## src/verilog/e1_alarm_consts.svh

```systemverilog
// Contract
// - Sixteen all-zero slot-16 octets raise loss
// - Any non-zero slot-16 octet drops loss
// - Two periods under four zeros raise AIS16
// - Period above three zeros drops AIS16
// - Three consecutive Y ones raise multiframe alarm
// - One Y zero drops multiframe alarm
// - Mode zero: sparse window, unaligned raises AIS
// - Mode zero: window above two zeros drops
// - Mode one: two windows raise or drop
// - Mode zero: four A ones raise far-end
// - Mode one: one A raises; zero drops
// - Loss or hold of alignment 100ms toggles
// - Slot-16 state changes set change bits
// - Change bits clear only by writing one
// - Enable bits gate change bits onto irq, reset zero
// - Other state changes set change bits
// - Criterion select bits writable, reset zero
`ifndef E1_ALARM_CONSTS_SVH
`define E1_ALARM_CONSTS_SVH
`define IDX_LIVE 12'h00b9
`define IDX_EN 12'h00ba
`define IDX_LATCH 12'h00bb
`define IDX_CRIT 12'h00bc
`define ADDR_LIVE 12'h02e4
`define ADDR_EN 12'h02e8
`define ADDR_LATCH 12'h02ec
`define ADDR_CRIT 12'h02f0
`define BIT_RED 0
`define BIT_FAR 1
`define BIT_AIS 2
`define BIT_RMAI 3
`define BIT_AIS16 4
`define BIT_LOS16 5
`define BIT_FAR_SEL 0
`define BIT_AIS_SEL 1
`define RST_VEC 6'h00
`define LOS16_RUN 5'h10
`define AIS16_LIMIT 8'h04
`define AIS16_FRAMES 4'hf
`define Y_RUN 2'h3
`define A_RUN 3'h4
`define AIS_WIN_LAST 9'h1ff
`define AIS_ZERO_LIMIT 2'h3
`define RED_TIME_MS 100
`define CLK_FREQ_MHZ 100
`endif

```

## src/verilog/e1_alarm_pkg.sv

```systemverilog
`default_nettype none
package e1_alarm_pkg;
    typedef logic [5:0] alarm_vec_t;
    typedef logic [11:0] apb_addr_t;
    typedef logic [31:0] apb_data_t;
endpackage
`default_nettype wire

```

## src/verilog/e1_receive_alarm_monitor.sv

```systemverilog
`timescale 1ns/1ns
`default_nettype none
`include "e1_alarm_consts.svh"
module e1_receive_alarm_monitor #(
    parameter int unsigned RED_CYCLES = `RED_TIME_MS * 1000 * `CLK_FREQ_MHZ
) (
    input wire logic clk_sys,
    input wire logic rst,
    input wire logic ce,
    input wire logic psel,
    input wire logic penable,
    input wire logic pwrite,
    input wire e1_alarm_pkg::apb_addr_t paddr,
    input wire e1_alarm_pkg::apb_data_t pwdata,
    output logic pready,
    output e1_alarm_pkg::apb_data_t prdata,
    output logic pslverr,
    input wire logic frame_aligned,
    input wire logic cas_aligned,
    input wire logic line_bit_valid,
    input wire logic line_bit,
    input wire logic slot16_valid,
    input wire logic [7:0] slot16_octet,
    input wire logic y_bit_valid,
    input wire logic y_bit,
    input wire logic a_bit_valid,
    input wire logic a_bit,
    output e1_alarm_pkg::alarm_vec_t alarm_live_state,
    output logic irq
);
    import e1_alarm_pkg::*;

    alarm_vec_t alarm_irq_enable;
    alarm_vec_t alarm_change_latch;
    alarm_vec_t prev_live;
    logic all_ones_criterion_sel;
    logic far_end_criterion_sel;
    logic slot16_zero_loss_state;
    logic slot16_all_ones_state;
    logic remote_multiframe_alarm_state;
    logic all_ones_state;
    logic far_end_alarm_state;
    logic persistent_frame_loss_state;

    // Bus decode
    wire hit_live = (paddr == `ADDR_LIVE);
    wire hit_en = (paddr == `ADDR_EN);
    wire hit_latch = (paddr == `ADDR_LATCH);
    wire hit_crit = (paddr == `ADDR_CRIT);
    wire mapped = hit_live | hit_en | hit_latch | hit_crit;
    wire setup = ce & psel & ~penable;
    wire access = ce & psel & penable;
    wire wr = access & pwrite & mapped;
    wire wr_en = wr & hit_en;
    wire wr_latch = wr & hit_latch;
    wire wr_crit = wr & hit_crit;
    // Frozen clock enable must stall the bus too, or a write is lost
    assign pready = ce;
    assign pslverr = access & ~mapped;

    wire [31:0] rd_live = {26'h000_0000, alarm_live_state};
    wire [31:0] rd_en = {26'h000_0000, alarm_irq_enable};
    wire [31:0] rd_latch = {26'h000_0000, alarm_change_latch};
    wire [31:0] rd_crit = {30'h0000_0000, all_ones_criterion_sel, far_end_criterion_sel};
    wire [31:0] next_prdata = hit_live ? rd_live :
                              hit_en ? rd_en :
                              hit_latch ? rd_latch :
                              hit_crit ? rd_crit : 32'h0000_0000;

    always_ff @(posedge clk_sys or posedge rst)
    begin
        if (rst)
            prdata <= 32'h0000_0000;
        else if (setup)
            prdata <= next_prdata;
    end

    always_ff @(posedge clk_sys or posedge rst)
    begin
        if (rst)
        begin
            alarm_irq_enable <= `RST_VEC;
            all_ones_criterion_sel <= 1'b0;
            far_end_criterion_sel <= 1'b0;
        end
        else
        begin
            if (wr_en)
                alarm_irq_enable <= pwdata[5:0];
            if (wr_crit)
            begin
                all_ones_criterion_sel <= pwdata[`BIT_AIS_SEL];
                far_end_criterion_sel <= pwdata[`BIT_FAR_SEL];
            end
        end
    end

    // Slot-16 all-zero run
    logic [4:0] los16_run;
    wire slot16_ok = ce & slot16_valid & frame_aligned;
    wire slot16_zero = (slot16_octet == 8'h00);
    wire [4:0] next_los16_run = slot16_zero ?
        ((los16_run == `LOS16_RUN) ? los16_run : los16_run + 5'h01) : 5'h00;

    always_ff @(posedge clk_sys or posedge rst)
    begin
        if (rst)
        begin
            los16_run <= 5'h00;
            slot16_zero_loss_state <= 1'b0;
        end
        else if (slot16_ok)
        begin
            los16_run <= next_los16_run;
            slot16_zero_loss_state <= (next_los16_run == `LOS16_RUN);
        end
    end

    // Slot-16 zero count per 16-frame period
    logic [3:0] ais16_frame;
    logic [7:0] ais16_zeros;
    logic ais16_prev_low;
    logic [3:0] octet_zeros;
    always_comb
    begin
        octet_zeros = 4'h0;
        for (int i = 0; i < 8; i++)
            octet_zeros = octet_zeros + {3'h0, ~slot16_octet[i]};
    end
    wire [7:0] ais16_sum = ais16_zeros + {4'h0, octet_zeros};
    wire ais16_end = (ais16_frame == `AIS16_FRAMES);
    wire ais16_low = (ais16_sum < `AIS16_LIMIT);

    always_ff @(posedge clk_sys or posedge rst)
    begin
        if (rst)
        begin
            ais16_frame <= 4'h0;
            ais16_zeros <= 8'h00;
            ais16_prev_low <= 1'b0;
            slot16_all_ones_state <= 1'b0;
        end
        else if (slot16_ok)
        begin
            ais16_frame <= ais16_frame + 4'h1;
            ais16_zeros <= ais16_end ? 8'h00 : ais16_sum;
            if (ais16_end)
            begin
                ais16_prev_low <= ais16_low;
                if (ais16_low && ais16_prev_low)
                    slot16_all_ones_state <= 1'b1;
                else if (!ais16_low)
                    slot16_all_ones_state <= 1'b0;
            end
        end
    end

    // Y bit run in CAS multiframe
    logic [1:0] y_run;
    wire y_ok = ce & y_bit_valid & cas_aligned;
    wire [1:0] next_y_run = (y_run == `Y_RUN) ? y_run : y_run + 2'h1;

    always_ff @(posedge clk_sys or posedge rst)
    begin
        if (rst)
        begin
            y_run <= 2'h0;
            remote_multiframe_alarm_state <= 1'b0;
        end
        else if (y_ok)
        begin
            if (y_bit)
            begin
                y_run <= next_y_run;
                if (next_y_run == `Y_RUN)
                    remote_multiframe_alarm_state <= 1'b1;
            end
            else
            begin
                y_run <= 2'h0;
                remote_multiframe_alarm_state <= 1'b0;
            end
        end
    end

    // All-ones over fixed 512-bit windows
    logic [8:0] win_bit;
    logic [1:0] win_zeros;
    logic win_prev_few;
    wire bit_ok = ce & line_bit_valid;
    wire win_end = (win_bit == `AIS_WIN_LAST);
    wire [1:0] win_sum = (!line_bit && win_zeros != `AIS_ZERO_LIMIT) ?
        win_zeros + 2'h1 : win_zeros;
    // Saturating at three is enough: only fewer than three matters
    wire win_few = (win_sum != `AIS_ZERO_LIMIT);
    wire ais_set0 = win_few & ~frame_aligned;
    wire ais_set1 = win_few & win_prev_few;
    wire ais_clr1 = ~win_few & ~win_prev_few;

    always_ff @(posedge clk_sys or posedge rst)
    begin
        if (rst)
        begin
            win_bit <= 9'h000;
            win_zeros <= 2'h0;
            win_prev_few <= 1'b0;
            all_ones_state <= 1'b0;
        end
        else if (bit_ok)
        begin
            win_bit <= win_bit + 9'h001;
            win_zeros <= win_end ? 2'h0 : win_sum;
            if (win_end)
            begin
                win_prev_few <= win_few;
                if (!all_ones_criterion_sel)
                begin
                    if (ais_set0)
                        all_ones_state <= 1'b1;
                    else if (!win_few)
                        all_ones_state <= 1'b0;
                end
                else
                begin
                    if (ais_set1)
                        all_ones_state <= 1'b1;
                    else if (ais_clr1)
                        all_ones_state <= 1'b0;
                end
            end
        end
    end

    // A bit run in basic frames
    logic [2:0] a_run;
    wire a_ok = ce & a_bit_valid & frame_aligned;
    wire [2:0] next_a_run = (a_run == `A_RUN) ? a_run : a_run + 3'h1;

    always_ff @(posedge clk_sys or posedge rst)
    begin
        if (rst)
        begin
            a_run <= 3'h0;
            far_end_alarm_state <= 1'b0;
        end
        else if (a_ok)
        begin
            if (a_bit)
            begin
                a_run <= next_a_run;
                if (far_end_criterion_sel || next_a_run == `A_RUN)
                    far_end_alarm_state <= 1'b1;
            end
            else
            begin
                a_run <= 3'h0;
                far_end_alarm_state <= 1'b0;
            end
        end
    end

    // Persistence timer; restarts whenever alignment flickers
    logic [23:0] red_cnt;
    wire red_pending = frame_aligned ~^ persistent_frame_loss_state;
    wire red_done = (red_cnt == 24'(RED_CYCLES - 1));

    always_ff @(posedge clk_sys or posedge rst)
    begin
        if (rst)
        begin
            red_cnt <= 24'h00_0000;
            persistent_frame_loss_state <= 1'b0;
        end
        else if (ce)
        begin
            if (!red_pending || red_done)
                red_cnt <= 24'h00_0000;
            else
                red_cnt <= red_cnt + 24'h00_0001;
            if (red_pending && red_done)
                persistent_frame_loss_state <= ~persistent_frame_loss_state;
        end
    end

    assign alarm_live_state = {slot16_zero_loss_state, slot16_all_ones_state,
                               remote_multiframe_alarm_state, all_ones_state,
                               far_end_alarm_state, persistent_frame_loss_state};

    // Change latch; a new edge beats a simultaneous clear
    wire [5:0] edges = alarm_live_state ^ prev_live;
    wire [5:0] clr = wr_latch ? pwdata[5:0] : 6'h00;
    wire [5:0] next_latch = (alarm_change_latch & ~clr) | edges;

    always_ff @(posedge clk_sys or posedge rst)
    begin
        if (rst)
        begin
            prev_live <= `RST_VEC;
            alarm_change_latch <= `RST_VEC;
        end
        else if (ce)
        begin
            prev_live <= alarm_live_state;
            alarm_change_latch <= next_latch;
        end
    end

    assign irq = |(alarm_change_latch & alarm_irq_enable);
endmodule // e1_receive_alarm_monitor
`default_nettype wire

```

## config.mk

```make
export PLATFORM = sky130hd
export DESIGN_NAME = e1_receive_alarm_monitor
export DESIGN_NICKNAME = d
export VERILOG_FILES = /design/src/verilog/e1_alarm_pkg.sv /design/src/verilog/e1_receive_alarm_monitor.sv
export VERILOG_INCLUDE_DIRS = /design/src /design/src/verilog
export SDC_FILE = /design/constraint.sdc
export NUM_CORES = 1
export LEC_CHECK = 0
export BUFFER_PORTS_ARGS = -buffer_cell sky130_fd_sc_hd__buf_2
export CORE_UTILIZATION = 60
export CTS_CLUSTER_DIAMETER = 30
export DETAILED_ROUTE_END_ITERATION = 8
export MAX_ROUTING_LAYER = met4
export PLACE_DENSITY = 0.86
export SLEW_MARGIN = 25
export SYNTH_ARGS = -nofsm -noshare
export SYNTH_HDL_FRONTEND = slang
export SYNTH_SLANG_ARGS = --single-unit
```

## constraint.sdc

```tcl
create_clock -name clk_sys -period 6.48 [get_ports clk_sys]
set_input_delay 0.648 -clock clk_sys [delete_from_list [all_inputs] [get_ports clk_sys]]
set_output_delay 0.648 -clock clk_sys [all_outputs]
set_load 0.01 [all_outputs]
```

Yosys cells after proc, flatten, opt, wreduce, memory -nomap -nowiden
Cells that the tools add are included.

cells by class
  $mul = 0
  divide/modulo/power cells = 0
  shift operators = 0
  reductions and logical operators = 16
  bitwise operators = 42
  muxes and demuxes = 26
  add/sub/neg operators = 15
  order comparisons = 1
  eq/ne operators = 20

operators with widths
  operator                                                    number
  equality test 12 x 10 -> 1 bit, second input constant       4
  adder 24 x 1 -> 24 bit, second input constant               1
  equality test 24 bit, second input constant                 1
  two-way mux 24 bit                                          1
  two-way mux 6 bit                                           4
  AND 1 bit                                                   19
  adder 4 x 1 -> 4 bit                                        4
  inverter 1 bit                                              14
  AND 6 bit                                                   2
  two-way mux 1 bit                                           11
  equality test 5 bit, second input constant                  2
  two-way mux 2 bit                                           5
  two-way mux 5 bit                                           2
  AND reduction 2 bit                                         5
  adder 9 x 1 -> 9 bit, second input constant                 1
  equality test 9 bit, second input constant                  1
  adder 8 x 4 -> 8 bit                                        1
  logical NOT 8 bit                                           1
  less-than comparator 8 x 3 -> 1 bit, second input constant  1
  two-way mux 8 bit                                           1
  equality test 3 bit, second input constant                  2
  two-way mux 3 bit                                           2
  inequality test 2 x 1 -> 1 bit, second input constant       3
  inverter 6 bit                                              1
  22 further kinds                                            31

storage, ports and cells
  bits in read-only memories = 0
  word-level logic and storage cells = 142
  latch bits = 0
  output and inout bits = 41
  memories kept = 0
  flip-flop bits (word level) = 117
  memory bits (writable) = 0

Logic depth before layout (Yosys ltp)
Gate-level depths: netlist of run 1.

  depth in word-level cells = 13
  depth in mapped cells = 13
  depth with buffers taken out = 13

Least setup slack after synthesis of run 1
OpenSTA, ideal clock, no wires.

  path type = input-to-reg
  start point = input slot16_octet[0]
  end point = register slot16_all_ones_state
  library setup time = 0.086 ns
  path slack = 2.621 ns
  arrival time = 3.773 ns
  stages = 12
  data required time = 6.394 ns
  cell sequence = fa_1 -> inv_1 -> fa_1 -> fa_1 -> inv_1 -> fa_1 -> fa_1 -> nor2b_1 -> o31a_1 -> xnor2_1 -> a31oi_1 -> nor3_1

between the ends
  longest elaborated chain between the ends = 13
  elaborated cells on any way between the ends = 14
  classes of those cells = add/sub: 8; order compare: 1; eq/ne: 1; mux: 1; bitwise: 1; reduce/logical: 2

ends and longest elaborated chain
  element                                            line                             RTL
  from (decl)                                        e1_receive_alarm_monitor.sv:23   input wire logic [7:0] slot16_octet,
  inverter 1 bit (*)                                 e1_receive_alarm_monitor.sv:128  octet_zeros = octet_zeros + {3'h0, ~slot16_octet[i]};
  adder 1 x 1 -> 2 bit (*)                           e1_receive_alarm_monitor.sv:128
  adder 2 x 1 -> 3 bit (*)                           e1_receive_alarm_monitor.sv:128
  adder 3 x 1 -> 4 bit (*)                           e1_receive_alarm_monitor.sv:128
  adder 4 x 1 -> 4 bit (*) (4 in a row)              e1_receive_alarm_monitor.sv:128
  adder 8 x 4 -> 8 bit (*)                           e1_receive_alarm_monitor.sv:130  wire [7:0] ais16_sum = ais16_zeros + {4'h0, octet_zeros};
  less-than comparator 8 x 3 -> 1 bit (no line) (*)  --
  logical AND 1 bit                                  e1_receive_alarm_monitor.sv:150  if (ais16_low && ais16_prev_low)
  inequality test 2 x 1 -> 1 bit (no line)           --
  AND reduction 3 bit (no line)                      --
  to (signal assigned)                               e1_receive_alarm_monitor.sv:141  slot16_all_ones_state <= 1'b0;
  to (signal assigned)                               e1_receive_alarm_monitor.sv:151  slot16_all_ones_state <= 1'b1;
  to (signal assigned)                               e1_receive_alarm_monitor.sv:153  slot16_all_ones_state <= 1'b0;
  to (decl)                                          e1_receive_alarm_monitor.sv:39   logic slot16_all_ones_state;

Every way passes the cells marked *; elsewhere a longest branch is shown, timed or not.
A chain may end at the register's enable or synchronous reset.

Worst setup path in the final report of run 1
Ends and elaborated chain as after synthesis.

==> metrics.md, run 1 <==
| Metric | Value |
|---|---|
| Boundary Pins | `108` |
| Max Cap Violations | `0` |
| Crit path kind | `in2reg` |
| Max Fclk | `262.9 MHz` |
| Drc violations | `0` |
| Clk sinks | `91` |
| Register bit count reported by yosys | `91` |
| Maximum VDD drop | `143.2 uV` |
| CP cell instances | `buf_2, fa_1, inv_1, fa_1, fa_1, inv_1, fa_1, fa_1, nor2b_1, o31a_1, xnor2_1, a31oi_1, nor3_1` |
| RSZ-0062 raised after global routing | `false` |
| Initial antenna violation count | `0` |
| Worst Setup SP | `slot16_octet[0]` |
| Worst-path maximum fanout | `3` |
| Buffers on Ports | `55` |
| Setup TNS Final | `0 ps` |
| Starting density of the core | `63.32%` |
| Worst slew margin | `39.97%` |
| Min Clock Period, post-route | `3804 ps` |
| TritonCTS clock tree | `built` |
| Routed wire length per instance | `14.88 um` |
| Status | `finished clean` |
| Clk slew on worst S/H paths | `100 ps` |
| Ant. Diodes | `0` |
| CTS Root Cell | `clkbuf_8` |
| Most common cell after layout, fill and taps aside | `dfrtp_1` |
| # nets final | `682` |
| GP Congestion | `0.8646` |
| Hold Path Class | `in2async` |
| Top FF cell, synth | `dfrtp_1` |
| Reg2Reg Depth | `13` |
| Placed Area | `5498 um^2` |
| GRT Residual Overflow | `0` |
| FP Rows | `33` |
| Cells after Synth | `554` |
| Worst Tran Pin Value | `893.6 ps` |
| Vias in the first global route | `3,890` |
| Final ANT Viol Nets | `0` |
| Synth area leaders | `dfrtp_1 43%, buf_4 4.7%, mux2_2 4.7%, nand2_1 3.7%, ha_1 3.5%` |
| Arr. time, crit path | `4080 ps` |
| Total Power | `1529 uW` |
| Crit end category | `flop` |
| Layout cells sized above 1 | `16.83%` |
| Total GRT Usage | `25.22%` |
| Post-synth ARST share | `100.0%` |
| Dpl hpwl | `7.420 mm` |
| Routed wire length | `10.49 mm` |
| Final Instance Area | `5698 um^2` |
| Final period utilization | `58.71%` |
| DRT iter0 DRCs | `216` |
| TritonCTS buffer count | `9` |
| Largest net degree at the start of global routing | `70` |
| Core ar. | `8382 um^2` |
| Post-CTS Setup Bufs | `0` |
| Drt via density | `5.935` |
| Worst Setup Start Kind | `primary input` |
| Synth Cell Area | `5308 um^2` |
| Slowest-stage cell, CP | `fa_1` |
| CTS resizes | `0` |
| Most frequent cells in the layout | `91 x dfrtp_1, 55 x buf_2, 53 x nand2_1` |
| Post-CTS Hold Buffers | `0` |
| H-tree Lvls | `3` |
| Final Setup Violations | `0` |
| Most frequent cell on the critical path | `fa_1` |
| Hold Fails Final Rpt | `0` |
| Vias after detailed routing | `4,184` |
| Skew final | `11.65 ps` |
| Filler cells | `637` |
| Leakage | `0.002698 uW` |
| Yosys warning count | `0` |
| Die W | `96.06 um` |
| Avg Cell Area, Syn | `9.580 um^2` |
| Pwr dens | `268.3 nW/um^2` |
| Die ar. | `9227 um^2` |
| Number of synthesized flops with an enable pin | `0` |
| Top-area cell type share of the netlist area | `42.90%` |
| Die span in y | `96.06 um` |
| Crit path largest cell delay | `530 ps` |
| Clk Latency, worst-skew pair | `360 ps` |
| Global-route wire length before repair | `17.20 mm` |
| Final Core Density | `67.98%` |
| R2R Path Start | `ais16_zeros[0]` |
| Synth area leader | `dfrtp_1` |
| Area delta synth->final | `7.355%` |
| Sequential-to-total area share from yosys stat | `42.90%` |
| Required time worst endpoint | `6750 ps` |
| Clock Tree Buf Depth | `2` |
| Netlist cell types | `60` |
| Final Max Tran Viols | `0` |
| First-pass DRT Iterations | `5` |
## logic make-up after synthesis
family                   Yosys count  share of synthesized area [%]
AND/OR/NAND/NOR                  205                          19.87
AO/OA/AOI/OAI                    101                          12.66
flip-flops                        91                          42.90
buffers and inverters             73                          7.567
XOR/XNOR                          38                          6.271
multiplexers                      25                          5.233
adder cells (fa/ha/maj)           20                          5.422
other                              1                        0.07065
## power by group
part	internal [uW]	switching, uW	total, uW
Clock	183	210	392
Combinational	189	237	426
Sequential	637	73.6	710
Total	1010	520	1530
## area by class of cell
cell class                      count  area, um^2  share of cell area [%]
Clock inverter                      6       72.57                   1.274
Sequential cell                    91        2277                   39.96
Clock buffer                       10       127.6                   2.240
Multi-Input combinational cell    415        2723                   47.78
Inverter                           22       83.83                   1.471
Tap cell                          105       131.4                   2.306
Timing Repair Buffer               56       282.8                   4.963
## flip-flops by register name, indices dropped and copies added (netlist names), 4 cells and up
register            cells
prev_live               6
alarm_change_latch      6
ais16_zeros             8
alarm_irq_enable        6
win_bit                 9
prdata                  6
ais16_frame             4
los16_run               5
red_cnt                24
## path summary, 6_finish.rpt
path,end,slack (ps)
max,slot16_all_ones_state,2680
min,win_bit[3],240
max reg2reg,slot16_all_ones_state,2710
min reg2reg,win_bit[5],470
max in group asynchronous,red_cnt[12],5040
min in group clk_sys,win_bit[5],470
## per-layer routing
metal	wire, um	up-vias	GRT usage [%]
li1	-	1992	-
met1	4665	2050	30.74
met2	5175	124	41.73
met3	467	18	3.633
met4	178	0	11.19
met5	0	-	-
## cell usage after synthesis, types with 15 or more instances
cell type  count
dfrtp_1       91
nand2_1       53
nor2_1        40
buf_4         33
nand3_1       29
o21ai_0       28
inv_1         22
mux2_2        22
xnor2_1       19
xor2_1        19
a21oi_1       17
ha_1          15
## worst max-delay path, delay by kind of cell
| family | cells | cell delay [ps] |
|---|---|---|
| buffers and inverters | 3 | 240 |
| AO/OA/AOI/OAI | 2 | 320 |
| adder cells (fa/ha/maj) | 5 | 2400 |
| XOR/XNOR | 1 | 130 |
| AND/OR/NAND/NOR | 2 | 350 |
## stage by stage
step / std cells / hold WS [ps] / worst slack, ps
6_report: 705 / 240.7 / 2676
5_1_grt: 705 / 248.4 / 2566
4_1_cts: 705 / 250.8 / 2679
3_5_place_dp: 689 / 462.4 / 2302
3_3_place_gp: 689 / 454.3 / 2359
2_1_floorplan: 579 / 434.8 / 2621
No activity file was read; power rests on OpenSTA's default activity.
==> inputs of run 2 (changes only) <==
CORE_UTILIZATION = 50   (was 60)
PLACE_DENSITY = 0.77   (was 0.86)
clock period = 3.2 ns   (was 6.48 ns; I/O delays follow)
==> metrics.md, run 2 (synthesized netlist as in run 1, its figures left out) <==
| Metric | Value |
|---|---|
| Status | `complete, but fails checks` |
| Failing checks | `setup timing` |
| Starting density of the core | `51.41% (-12 points)` |
| Die span in y | `105.0 um (+9.3%)` |
| Initial antenna violation count | `0 (unchanged)` |
| Die W | `105.0 um (+9.3%)` |
| Clock Tree Buf Depth | `2 (unchanged)` |
| Hold Fails Final Rpt | `0 (unchanged)` |
| Final ANT Viol Nets | `0 (unchanged)` |
| Global-route wire length before repair | `18.78 mm (+9.2%)` |
| Worst slew margin | `41.93% (+2.0 points)` |
| Area of the multi-input gates | `2765 um^2 (+1.6%)` |
| Final Core Density | `57.10% (-11 points)` |
| Crit end category | `flop` |
| Slowest-stage cell, CP | `fa_1` |
| Most common cell after layout, fill and taps aside | `dfrtp_1` |
| M2 GR Usage | `35.48% (-6.2 points)` |
| Pwr dens | `573.5 nW/um^2 (+110%)` |
| Filler cells | `882 (+38%)` |
| Buffers on Ports | `55 (unchanged)` |
| Skew final | `8.926 ps (-2.726 ps)` |
| Final Max Tran Viols | `0 (unchanged)` |
| Routed wire length | `10.99 mm (+4.7%)` |
| Crit path kind | `reg2reg` |
| Total GRT Usage | `21.96% (-3.3 points)` |
| Required time worst endpoint | `3450 ps (-3300 ps)` |
| CTS Root Cell | `clkbuf_8` |
| WHS | `221.9 ps (-18.79 ps)` |
| Max reg flops | `24 (unchanged)` |
| Area delta synth->final | `11.06%` |
| # nets final | `694 (+1.8%)` |
| Placed Area | `5607 um^2 (+2.0%)` |
| RSZ-0062 raised after global routing | `true` |
| Worst Setup Start Kind | `flop` |
| Clk sinks | `91 (unchanged)` |
| Setup TNS Final | `-2014 ps (-2014 ps)` |
| First-pass DRT Iterations | `4 (-1)` |
| Top Usage Layer GRT | `met2` |
| Vias after detailed routing | `4,186 (+0.048%)` |
| Crit path largest cell delay | `510 ps (-20 ps)` |
| Leakage | `0.002772 uW (+2.8%)` |
| Layout cells sized above 1 | `19.97% (+3.1 points)` |
| Reg area | `2277 um^2 (unchanged)` |
| Core ar. | `10,320 um^2 (+23%)` |
| Largest net degree at the start of global routing | `80 (+14%)` |
| Critical path buffers and inverters | `3 (unchanged)` |
| Final Instance Area | `5894 um^2 (+3.4%)` |
| H-tree Lvls | `3 (unchanged)` |
| Boundary Pins | `108 (unchanged)` |
| Hold Path Class | `in2reg` |
| Max Cap Violations | `0 (unchanged)` |
| TritonCTS clock tree | `built` |
| Die ar. | `11,030 um^2 (+20%)` |
| Final Setup Violations | `8 (+8)` |
| Maximum VDD drop | `234.4 uV (+64%)` |
| Clk Latency, worst-skew pair | `360 ps (about the same)` |
| DRT iter0 DRCs | `260 (+20%)` |
| Crit path max-delay family | `adder cells` |
| Vias in the first global route | `4,110 (+5.7%)` |
| Min Clock Period, post-route | `3558 ps` |
| FP Rows | `37 (+12%)` |
| Top Registers | `red_cnt: 24 flops, win_bit: 9 flops, ais16_zeros: 8 flops` |
| TritonCTS buffer count | `9 (unchanged)` |
| Routed wire length per instance | `14.71 um (-1.1%)` |
| Met1 Use GR | `27.39% (-3.4 points)` |
| Max Fclk | `281.0 MHz` |
| Dpl hpwl | `7.837 mm (+5.6%)` |
| DP Worst Slack | `-461.3 ps (-2763 ps)` |
| Clk slew on worst S/H paths | `80 ps (-20 ps)` |
| Worst-path maximum fanout | `2 (-1)` |
| Top reg by flops | `red_cnt` |
| CP cell instances | `inv_2, fa_1, inv_2, fa_1, fa_1, inv_2, fa_2, fa_2, nor2b_2, o31a_1, xnor2_1, a31oi_1, nor3_1` |
| GRT Residual Overflow | `0 (unchanged)` |
| Final period utilization | `111.2%` |
| Met3 GRT Util | `2.433% (-1.2 points)` |
| Drc violations | `0 (unchanged)` |
| Ant. Diodes | `0 (unchanged)` |
| Worst Tran Pin Value | `864.3 ps (-29.22 ps)` |
| Drt via density | `5.604 (-5.6%)` |
| Worst setup margin | `-358.3 ps (-3034 ps)` |
| GP Congestion | `0.8666 (+0.23%)` |
| Most frequent cells in the layout | `91 x dfrtp_1, 55 x buf_2, 53 x nand2_1` |
| Arr. time, crit path | `3800 ps (-280 ps)` |
-- run 2: worst min-delay path, cell delays in order --
cell and delay, ps:
buf_2 90, nor2_1 50, nor2_1 80
-- run 2: final cells by class --
class | instances | share of cell area, %
multi-input combinational | 415 | 46.91
sequential | 91 | 38.63
timing repair buffer | 68 | 6.708
tap | 136 | 2.887
clock buffer | 12 | 2.632
inverter | 22 | 1.422
clock inverter | 3 | 0.8066
-- run 2: per-layer routing --
metal	up-vias	wire length, um
li1	2023	-
met1	2028	4900
met2	121	5454
met3	14	445
met4	0	185
met5	-	0
-- run 2: timing repair --
action,in CTS,in global routing
hold endpoints to repair,12,0
setup endpoints to repair,8,9
hold buffers,1,0
resized for setup,12,5
pin swaps,8,3
buffers inserted,2,2
-- run 2: metrics by stage --
| step | std cells | total power [uW] |
|---|---|---|
| floorplan | 579 | 2133 |
| global placement | 727 | 2319 |
| detailed placement | 727 | 2388 |
| finish | 747 | 3380 |
| global route | 747 | 3593 |
| CTS | 745 | 3250 |
-- run 2: power by group --
group | leakage [uW] | switching (uW) | internal (uW)
Clock | 0.000103 | 389 | 403
Sequential | 0.00120 | 159 | 1290
Combinational | 0.00147 | 586 | 554
Total | 0.00277 | 1130 | 2250
-- run 2: path summary, 6_finish.rpt --
kind                           startpoint                       endpoint  slack [ps]  cells past startpoint
setup / recovery           ais16_zeros[0]          slot16_all_ones_state        -360                     13
setup reg to reg           ais16_zeros[0]          slot16_all_ones_state        -360                     13
min in group asynchronous             rst                 ais16_zeros[4]         430                      3
max in group asynchronous             rst                      prdata[0]        2090                      4
hold / removal                      y_bit  remote_multiframe_alarm_state         220                      3
hold reg to reg                win_bit[5]                     win_bit[5]         470                      1
==> inputs of run 3 (changes only) <==
clock period = 3.1 ns   (was 3.2 ns; I/O delays follow)
==> metrics.md, run 3 (synthesized netlist as in run 1, its figures left out) <==
| Metric | Value |
|---|---|
| Status | `complete, but fails checks` |
| Failing checks | `setup timing` |
| Most frequent cells in the layout | `91 x dfrtp_1, 55 x buf_2, 53 x nand2_1` |
| Crit path kind | `reg2reg` |
| Leakage | `0.002776 uW (+0.12%)` |
| Clk Latency, worst-skew pair | `370 ps (about the same)` |
| Crit path largest cell delay | `490 ps (-20 ps)` |
| Most common cell after layout, fill and taps aside | `dfrtp_1` |
| Total GRT Usage | `21.31% (-0.65 points)` |
| # nets final | `696 (+0.29%)` |
| Worst setup margin | `-376.2 ps (-17.84 ps)` |
| Layout cells sized above 1 | `19.58% (-0.39 points)` |
| Arr. time, crit path | `3730 ps (-70 ps)` |
| Required time worst endpoint | `3350 ps (-100 ps)` |
| TritonCTS buffer count | `9 (unchanged)` |
| CP cell instances | `inv_2, fa_1, inv_1, fa_1, fa_1, inv_1, fa_2, fa_2, nor2b_4, o31a_1, xnor2_1, a31oi_1, a21oi_1` |
| Starting density of the core | `51.41% (unchanged)` |
| Gate power share | `32.3% (-1.4 points)` |
| Max Cap Violations | `0 (unchanged)` |
| Clk slew on worst S/H paths | `90 ps (about the same)` |
| Ant. Diodes | `0 (unchanged)` |
| Max reg flops | `24 (unchanged)` |
| Final ANT Viol Nets | `0 (unchanged)` |
| Clk sinks | `91 (unchanged)` |
| Core ar. | `10,320 um^2 (unchanged)` |
| Seq pwr share | `43.8% (+0.9 points)` |
| Vias after detailed routing | `4,212 (+0.62%)` |
| Setup TNS Final | `-2165 ps (-151.5 ps)` |
| Final Instance Area | `5878 um^2 (-0.28%)` |
| RSZ-0062 raised after global routing | `true` |
| Most frequent cell on the critical path | `fa_1` |
| Buffers on Ports | `55 (unchanged)` |
| H-tree Lvls | `3 (unchanged)` |
| Area delta synth->final | `10.75%` |
| Internal power | `2269 uW (+1.1%)` |
| GP Congestion | `0.8665 (about the same)` |
| Die span in y | `105.0 um (unchanged)` |
| TritonCTS clock tree | `built` |
| Largest net degree at the start of global routing | `92 (+15%)` |
| Clock Tree Buf Depth | `2 (unchanged)` |
| Drc violations | `0 (unchanged)` |
| Max Fclk | `287.7 MHz (+2.4%)` |
| Crit end category | `flop` |
| Hold Fails Final Rpt | `0 (unchanged)` |
| Worst slew margin | `35.95% (-6.0 points)` |
| Initial antenna violation count | `0 (unchanged)` |
| Worst-path maximum fanout | `3 (+1)` |
| Die W | `105.0 um (unchanged)` |
| Clk pwr share | `23.9% (+0.5 points)` |
| Post-CTS Hold Buffers | `0 (-1)` |
| Final Max Tran Viols | `0 (unchanged)` |
| Dpl hpwl | `7.724 mm (-1.4%)` |
| Slowest-stage cell, CP | `fa_1` |
| Routed wire length per instance | `14.53 um (-1.2%)` |
| Final Setup Violations | `8 (unchanged)` |
| Top reg by flops | `red_cnt` |
| Worst Setup Start Kind | `flop` |
| Critical path buffers and inverters | `3 (unchanged)` |
| Top Registers | `red_cnt: 24 flops, win_bit: 9 flops, ais16_zeros: 8 flops` |
| DRT iter0 DRCs | `207 (-20%)` |
| Maximum VDD drop | `284.0 uV (+21%)` |
| DP Worst Slack | `-491.1 ps (-29.77 ps)` |
| Vias in the first global route | `3,994 (-2.8%)` |
| Placed Instances | `728 (+0.14%)` |
| Skew final | `11.81 ps (+2.886 ps)` |
| Boundary Pins | `108 (unchanged)` |
| Pwr dens | `579.2 nW/um^2 (+0.98%)` |
| Worst Tran Pin Value | `953.3 ps (+89.00 ps)` |
| Min Clock Period, post-route | `3476 ps (-82.16 ps)` |
| Die ar. | `11,030 um^2 (unchanged)` |
| Drt via density | `5.623 (+0.35%)` |
| Global-route wire length before repair | `18.40 mm (-2.1%)` |
| Hold Path Class | `in2async` |
| Routed wire length | `10.89 mm (-0.90%)` |
| FP Rows | `37 (unchanged)` |
| Sw Ratio | `33.34% (-0.23 points)` |
| Fin cells | `749 (+0.27%)` |
| Final period utilization | `112.1% (+0.94 points)` |
| First-pass DRT Iterations | `6 (+2)` |
| Crit path max-delay family | `adder cells` |
| Sw power | `1135 uW (about the same)` |
| GRT Residual Overflow | `0 (unchanged)` |
| Placed Area | `5614 um^2 (+0.13%)` |
| CTS Root Cell | `clkbuf_8` |
[run 3: worst paths after layout]
path / startpoint / endpoint / slack, ps / cells past startpoint
worst min-delay path: rst / ais16_zeros[7] / 30 / 3
min in group clk_sys: y_bit / remote_multiframe_alarm_state / 200 / 3
worst max-delay path: ais16_zeros[0] / ais16_prev_low / -380 / 13
worst max register to register: ais16_zeros[0] / ais16_prev_low / -380 / 13
max in group asynchronous: rst / red_cnt[10] / 2710 / 3
worst min register to register: win_bit[5] / win_bit[5] / 470 / 1
[run 3: worst min-delay path: stages]
cell and delay (ps):
buf_2 100, clkinv_2 50, buf_12 370
[run 3: cell type report]
cell class / count / area (um^2)
multi-input cells: 415 / 2750
well taps: 136 / 170.2
fillers: 882 / 4446
flip-flops and latches: 91 / 2277
inverters: 22 / 83.83
repair buffers: 70 / 404.1
clock inverters: 3 / 47.55
clock buffers: 12 / 145.1
[run 3: layer usage]
metal	track usage (%)	vias up	routed length [um]
met5	-	-	0
met4	8.551	0	198
met3	2.932	12	444
met2	34.06	111	5326
met1	27.46	2073	4916
li1	-	2016	-
[run 3: what timing repair did]
| item | in CTS | in global routing |
|---|---|---|
| endpoints found under the setup margin | 8 | 8 |
| buffers inserted | 3 | 3 |
| gates resized for setup | 3 | 6 |
| pin swaps | 6 | 4 |
[run 3: power groups by stage]
| stage | sequential (uW) | combinational (uW) | clock, uW |
|---|---|---|---|
| global placement | 1500 | 902 | 0 |
| floorplan | 1450 | 752 | 0 |
| finish | 1490 | 1100 | 814 |
| global route | 1510 | 1230 | 875 |
| detailed placement | 1510 | 943 | 0 |
| CTS | 1490 | 979 | 825 |
[run 3: stage by stage]
stage | hold slack [ps] | power [uW] | util [%]
after floorplan | 434.8 | 2205 | -
final | 29.98 | 3404 | 56.94
after CTS | 54.71 | 3293 | 56.53
after detailed placement | 457.1 | 2454 | 54.38
after global placement | 455.0 | 2404 | 54.38
after global routing | 73.91 | 3621 | 56.94
